## src/design/ras_pkg.sv

```systemverilog
// Package for the return-address stack: register map, fields, resets.
// Assumes a 32-bit APB slave port and a 15-bit program counter.
package ras_pkg;
  localparam int RAS_DEPTH = 16;
  localparam int RAS_PTR_W = 4;
  localparam int RAS_PC_W = 15;
  localparam int RAS_CNT_W = 5;
  localparam logic [11:0] RAS_OFS_STACK_POINTER_REG = 12'h000;
  localparam logic [11:0] RAS_OFS_LEVEL = 12'h004;
  localparam int RAS_OSF_BIT = 7;
  localparam logic [7:0] RAS_STACK_POINTER_REG_RST = 8'h00;
  localparam logic [RAS_PTR_W-1:0] RAS_PTR_RST = 4'h0;
  localparam logic [RAS_CNT_W-1:0] RAS_CNT_RST = 5'h00;
  localparam logic [RAS_CNT_W-1:0] RAS_CNT_FULL = 5'h10;

  // Core-side request group
  typedef struct packed {
    logic call;
    logic ret;
    logic irq_pending;
    logic [RAS_PC_W-1:0] pc;
  } ras_core_req_t;

  // Answer back to the core
  typedef struct packed {
    logic irq_ack;
    logic pc_load;
    logic [RAS_PC_W-1:0] pc;
  } ras_core_rsp_t;
endpackage : ras_pkg

```

## src/design/ras_top.sv

```systemverilog
// Return-address stack with pointer/overflow register on APB.
// Assumes call, ret and irq_pending come from core logic on clock.
//
// Summary of operation
// - Sixteen-level stack holds program counters only; entries not software visible.
// - Low four bits of the pointer register select the active level.
// - Call or interrupt acknowledge pushes the PC and advances the pointer.
// - Return decrements the pointer and reloads PC from the stack.
// - Reset clears pointer to zero and clears the overflow flag.
// - Pending interrupt with full stack is held; no acknowledge, no push.
// - After a return frees a level the held interrupt is acknowledged.
// - Call with full stack still pushes, overwriting the oldest entry.
// - Overflow flag bit 7 sets on full call or empty return.
// - Only software or reset clears the flag; pointer bits are read-only.
// - A set flag stays high through any number of returns.
// - Pointer counts calls modulo sixteen; seventeenth call sets the flag.
// - Empty return decrements the pointer, wrapping zero to fifteen, and sets the flag.
// - Bits six to four of the pointer register read zero.
`timescale 1ns/100ps
`default_nettype none
module ras_top
  import ras_pkg::*;
(
  input wire logic clock,
  input wire logic srst,
  input wire logic psel,
  input wire logic penable,
  input wire logic pwrite,
  input wire logic [11:0] paddr,
  input wire logic [31:0] pwdata,
  input wire logic [3:0] pstrb,
  output logic [31:0] prdata,
  output logic pready,
  output logic pslverr,
  input wire ras_core_req_t core_req,
  output ras_core_rsp_t core_rsp
);
  logic [RAS_PTR_W-1:0] ptr_r, ptr_nxt;
  logic [RAS_CNT_W-1:0] cnt_r, cnt_nxt;
  logic osf_r, osf_nxt;
  ras_core_rsp_t rsp_r, rsp_nxt;
  logic [31:0] prdata_r, prdata_nxt;
  logic pready_r, pready_nxt;
  logic pslverr_r, pslverr_nxt;
  logic [RAS_PTR_W-1:0] rd_addr;
  logic [RAS_PC_W-1:0] rd_pc;
  logic stack_full, stack_empty, do_ack, do_push, do_pop;
  logic apb_acc, apb_wr_stk, apb_hit, osf_clr;

  assign prdata = prdata_r;
  assign pready = pready_r;
  assign pslverr = pslverr_r;
  assign core_rsp = rsp_r;

  // Occupancy decode and push/pop decisions
  always_comb
  begin
    stack_full = (cnt_r == RAS_CNT_FULL);
    stack_empty = (cnt_r == RAS_CNT_RST);
    // Held off while full; granted once a level is free
    do_ack = core_req.irq_pending && !stack_full
      && !core_req.call && !core_req.ret;
    do_push = core_req.call || do_ack;
    do_pop = core_req.ret && !core_req.call;
    rd_addr = ptr_r - 4'h1;
  end

  ras_storage #(
    .DEPTH(RAS_DEPTH),
    .AW(RAS_PTR_W),
    .DW(RAS_PC_W)
  ) u_storage (
    .clock(clock),
    .wr_en(do_push),
    .wr_addr(ptr_r),
    .wr_data(core_req.pc),
    .rd_addr(rd_addr),
    .rd_data(rd_pc)
  );

  // APB decode
  always_comb
  begin
    apb_acc = psel && penable && !pready_r;
    apb_hit = (paddr == RAS_OFS_STACK_POINTER_REG);
    apb_wr_stk = apb_acc && pwrite && apb_hit && pstrb[0];
    osf_clr = apb_wr_stk && !pwdata[RAS_OSF_BIT];
  end

  // Pointer, occupancy and overflow next state
  always_comb
  begin
    ptr_nxt = ptr_r;
    cnt_nxt = cnt_r;
    osf_nxt = osf_r;
    if (osf_clr)
    begin
      osf_nxt = 1'b0;
    end
    if (apb_wr_stk && pwdata[RAS_OSF_BIT])
    begin
      osf_nxt = 1'b1;
    end
    if (do_push)
    begin
      ptr_nxt = ptr_r + 4'h1;
      if (stack_full)
      begin
        osf_nxt = 1'b1;
      end
      else
      begin
        cnt_nxt = cnt_r + 5'h01;
      end
    end
    else if (do_pop)
    begin
      ptr_nxt = ptr_r - 4'h1;
      if (stack_empty)
      begin
        osf_nxt = 1'b1;
      end
      else
      begin
        cnt_nxt = cnt_r - 5'h01;
      end
    end
  end

  // Answer to the core
  always_comb
  begin
    rsp_nxt.irq_ack = do_ack;
    rsp_nxt.pc_load = do_pop;
    rsp_nxt.pc = do_pop ? rd_pc : rsp_r.pc;
  end

  // APB answer, one wait state
  always_comb
  begin
    pready_nxt = apb_acc;
    pslverr_nxt = apb_acc && !apb_hit
      && (paddr != RAS_OFS_LEVEL);
    prdata_nxt = 32'h0000_0000;
    if (apb_acc && !pwrite && apb_hit)
    begin
      prdata_nxt = {24'h000000, osf_r, 3'h0, ptr_r};
    end
    else if (apb_acc && !pwrite && paddr == RAS_OFS_LEVEL)
    begin
      prdata_nxt = {27'h0000000, cnt_r};
    end
  end

  // Register all state
  always_ff @(posedge clock)
  begin
    if (srst)
    begin
      ptr_r <= RAS_PTR_RST;
      cnt_r <= RAS_CNT_RST;
      osf_r <= RAS_STACK_POINTER_REG_RST[RAS_OSF_BIT];
      rsp_r <= '0;
      prdata_r <= 32'h0000_0000;
      pready_r <= 1'b0;
      pslverr_r <= 1'b0;
    end
    else
    begin
      ptr_r <= ptr_nxt;
      cnt_r <= cnt_nxt;
      osf_r <= osf_nxt;
      rsp_r <= rsp_nxt;
      prdata_r <= prdata_nxt;
      pready_r <= pready_nxt;
      pslverr_r <= pslverr_nxt;
    end
  end
endmodule : ras_top
`default_nettype wire

```

## src/design/ras_storage.sv

```systemverilog
// Storage array for saved program counters, one write and one read port.
// Assumes a single clock; not reset since entries are never visible.
`timescale 1ns/100ps
`default_nettype none
module ras_storage
  import ras_pkg::*;
#(
  parameter int DEPTH = RAS_DEPTH,
  parameter int AW = RAS_PTR_W,
  parameter int DW = RAS_PC_W
)
(
  input wire logic clock,
  input wire logic wr_en,
  input wire logic [AW-1:0] wr_addr,
  input wire logic [DW-1:0] wr_data,
  input wire logic [AW-1:0] rd_addr,
  output logic [DW-1:0] rd_data
);
  logic [DW-1:0] mem [DEPTH];

  // Write on push, oldest entry overwritten when wrapped
  always_ff @(posedge clock)
  begin
    if (wr_en)
    begin
      mem[wr_addr] <= wr_data;
    end
  end

  // Combinational read of the level below the pointer
  always_comb
  begin
    rd_data = mem[rd_addr];
  end
endmodule : ras_storage
`default_nettype wire

```

## config.mk

```make
export PLATFORM = sky130hd
export DESIGN_NAME = ras_top
export DESIGN_NICKNAME = d
export VERILOG_FILES = /design/src/design/ras_pkg.sv /design/src/design/ras_top.sv /design/src/design/ras_storage.sv
export SDC_FILE = /design/constraint.sdc
export NUM_CORES = 1
export LEC_CHECK = 0
export ABC_AREA = 1
export BUFFER_PORTS_ARGS = -buffer_cell sky130_fd_sc_hd__buf_2
export CORE_MARGIN = 2
export CORE_UTILIZATION = 53
export CTS_CLUSTER_SIZE = 24
export DETAILED_ROUTE_END_ITERATION = 16
export MAX_ROUTING_LAYER = met4
export PLACE_DENSITY = 0.76
export SLEW_MARGIN = 15
export SYNTH_ARGS = -nofsm -noshare
export SYNTH_HDL_FRONTEND = slang
export SYNTH_SLANG_ARGS = --single-unit
```

## constraint.sdc

```tcl
create_clock -name clock -period 2.1 [get_ports clock]
set_input_delay 0.315 -clock clock [delete_from_list [all_inputs] [get_ports clock]]
set_output_delay 0.315 -clock clock [all_outputs]
set_load 0.005 [all_outputs]
```

==> key figures <==
Floorplan
  • Die W: 150.7 µm
  • Initial Utilization: 0.5412
  • Die H: 150.7 µm
  • Number of cell rows: 53
  • DIE AREA: 22720 µm²
  • IO Count: 122
  • Core area: 21090 µm²

Placement
  • Placement Cell Area: 12300 µm²
  • Routability cong.: 0.8412
  • # placed instances: 1353
  • IO buf count: 61
  • Dpl hpwl: 15850 µm

Yosys
  • Ys async rst share: 0
  • Yosys cell types: 29
  • Ys Warns: 0
  • Post-synthesis sequential area ratio: 0.6929
  • Cell with the most instances after synthesis: nor2_1
  • Post-synth EDFFs: 240
  • FF+latch count, synth: 275
  • Synth top area cells: edfxtp_1 (63%), nor2_1 (8.5%), dfxtp_1 (6.1%)
  • Mapped cell area: 11410 µm²
  • Most instantiated cells after synthesis: nor2_1 (259), edfxtp_1 (240), o21ai_0 (110)
  • Top-area cell type share of the netlist area: 0.6315
  • Post-synthesis instance total: 1019
  • Syn Area/Cell: 11.20 µm²
  • Synth Flop Type: edfxtp_1
  • Synth area leader: edfxtp_1

Clocking
  • CTS resizes: 0
  • H-tree depth: 1
  • Clock tree buffer depth: 3
  • Clk sinks: 275
  • TritonCTS clock tree: done
  • Post-CTS Hold Buffers: 0
  • Clk root buf: clkbuf_16
  • Clk slew on worst S/H paths: 0.07 ns
  • CTS Buf Count: 27
  • Worst-Skew Late Latency: 0.55 ns
  • Setup bufs post-CTS: 0

Worst setup path
  • R2R setup slack: 0.09 ns
  • CP Capture Type: flop
  • Required @ worst endpoint: 2.35 ns
  • CP Capture Point: u_storage.mem[10][13]
  • Crit path DAT: 2.26 ns
  • Worst flop-to-flop path endpoint: u_storage.mem[10][13]
  • Worst setup path start: ptr_r[0]
  • Critical-path cell list: inv_2 > buf_4 > ha_1 > nand2_1 > nor2_1 > buf_12
  • CP max-delay cell: dfxtp_4
  • WS Path Type: flop to flop
  • Element type at the critical path start: flop
  • CP max FO: 23
  • Worst reg-to-reg path cell count: 6
  • Worst reg2reg startpoint: ptr_r[0]
  • Crit-path max cell delay: 0.38 ns

Finish
  • Filler cells: 1585
  • Final net count: 1190
  • Share of cells above drive strength 1: 0.1477
  • Area growth, synth to finish: 16.14%
  • Antenna cells: 0
  • Non-Filler Instances: 1406
  • Cell area after layout: 13250 µm²

Timing
  • Final period utilization: 0.9584
  • Final Hold Slack: 0.1014 ns
  • Worst clock skew: 0.009994 ns
  • RSZ-0062 raised after global routing: no
  • Tmin final: 2.013 ns
  • Peak Freq: 0.4969 GHz
  • Final-report hold violation count: 0
  • Slew Limit Fails: 0
  • Setup violations, final: 0

Global route
  • Largest net degree at the start of global routing: 141
  • Global-route wire length before repair: 39790 µm
  • Vias in the first global route: 7377
  • Total gr overflow: 0
  • Initial antenna violation count: 0
  • Total track usage: 0.2406

Min path
  • Min-delay worst type: primary input to flop

Detailed routing
  • Drc violations: 0
  • DR iter-0 viols: 674
  • Met3 WL: 2446 µm
  • DR vias/cell: 5.616
  • ANT nets after route: 0
  • WL/cell: 19.44 µm
  • DRT Pass-1 Iters: 5
  • Wl on met1: 10930 µm
  • Via count: 7896
  • Drt total wl: 27330 µm
  • DR top layer: met4
  • WL met2: 13030 µm

Job
  • Max cap viols: 0

Run status
  • Outcome: complete, no violations

Pwr
  • Pleak: 4.984 nW
  • PwrDens: 1023 nW/µm²
  • Maximum VDD drop: 739.8 µV
-- how the worst min path moves through the flow --
stage	from	end	slack [ns]	depth (start not counted)
2_1_floorplan	core_req[0]	u_storage.mem[0][0]	0.41	0
3_3_place_gp	osf_r	prdata[7]	0.42	2
3_5_place_dp	osf_r	prdata[7]	0.42	2
4_1_cts	psel	pready	0.1	3
5_1_grt	psel	pready	0.12	3
6_report	psel	pready	0.10	3
-- metal layers --
layer,vias up,global-route usage
met5,-,-
met1,3746,0.3121
li1,3677,-
met3,73,0.03273
met4,0,0.08364
met2,400,0.3939
-- cell families (layout without fill, tap and decap cells) --
| family | Yosys count | after routing | synth area share |
|---|---|---|---|
| compound gates | 155 | 155 | 0.07543 |
| xor+xnor | 5 | 5 | 0.005483 |
| fa+ha+maj | 9 | 9 | 0.01053 |
| buf+inv | 131 | 218 | 0.05548 |
| flops | 275 | 275 | 0.6929 |
| other cells | 1 | 26 | 0.0003286 |
| simple gates | 443 | 443 | 0.1599 |
-- stage by stage --
step | setup TNS, ns | setup slack, ns | utilization | power (mW)
3_3_place_gp | 0 | 0.05492 | 0.5835 | 8.825
3_5_place_dp | 0 | 0.04537 | 0.5835 | 8.915
5_1_grt | 0 | 0.001304 | 0.6285 | 14.10
4_1_cts | 0 | 0.03782 | 0.6229 | 13.47
2_1_floorplan | -3.281 | -0.02745 | - | 8.006
6_report | 0 | 0.08743 | 0.6285 | 13.55
-- cells in the final DEF, fill, tap and decap left out, types with 2 or more instances in the layout --
cell,n
nand3_1,104
dfxtp_1,33
clkinv_2,3
conb_1,26
buf_16,2
bufinv_16,2
edfxtp_1,240
inv_2,4
inv_1,44
clkbuf_1,10
clkbuf_16,30
o211ai_1,30
nor2_1,259
nand4_1,3
buf_4,40
o21ai_0,110
xor2_1,3
buf_2,61
buf_12,12
a21oi_1,8
nand2_1,71
o22ai_1,6
inv_4,2
clkinv_1,5
nand3_2,2
ha_1,7
-- state kept, by name (all words and copies together) (netlist names) --
signal         cells
cnt_r              5
core_rsp          17
osf_r              1
prdata             6
pready             1
pslverr            1
ptr_r              4
u_storage.mem    240
-- worst max-delay path: cells and delay by family, from the launching register on --
| family | cells | cell delay, ns |
|---|---|---|
| simple gates | 2 | 0.41 |
| flops | 1 | 0.38 |
| fa+ha+maj | 1 | 0.20 |
| buf+inv | 3 | 0.71 |
-- layout make-up --
cell class,count,area [µm²],area share
sequential,275,7913,0.5970
clock inverter,13,118.9,0.008968
clock buffer,37,713.2,0.05381
inverter,50,192.7,0.01454
timing repair buffer,118,975.9,0.07363
multi-input combinational,638,2997,0.2261
tap,275,344.1,0.02596
-- power breakdown --
part	leakage [nW]	internal, mW	switching, mW
logic	2.12	0.982	1.71
clock network	0.401	2.62	1.97
registers	2.46	6.17	0.103
No activity file was read; power rests on OpenSTA's default activity.
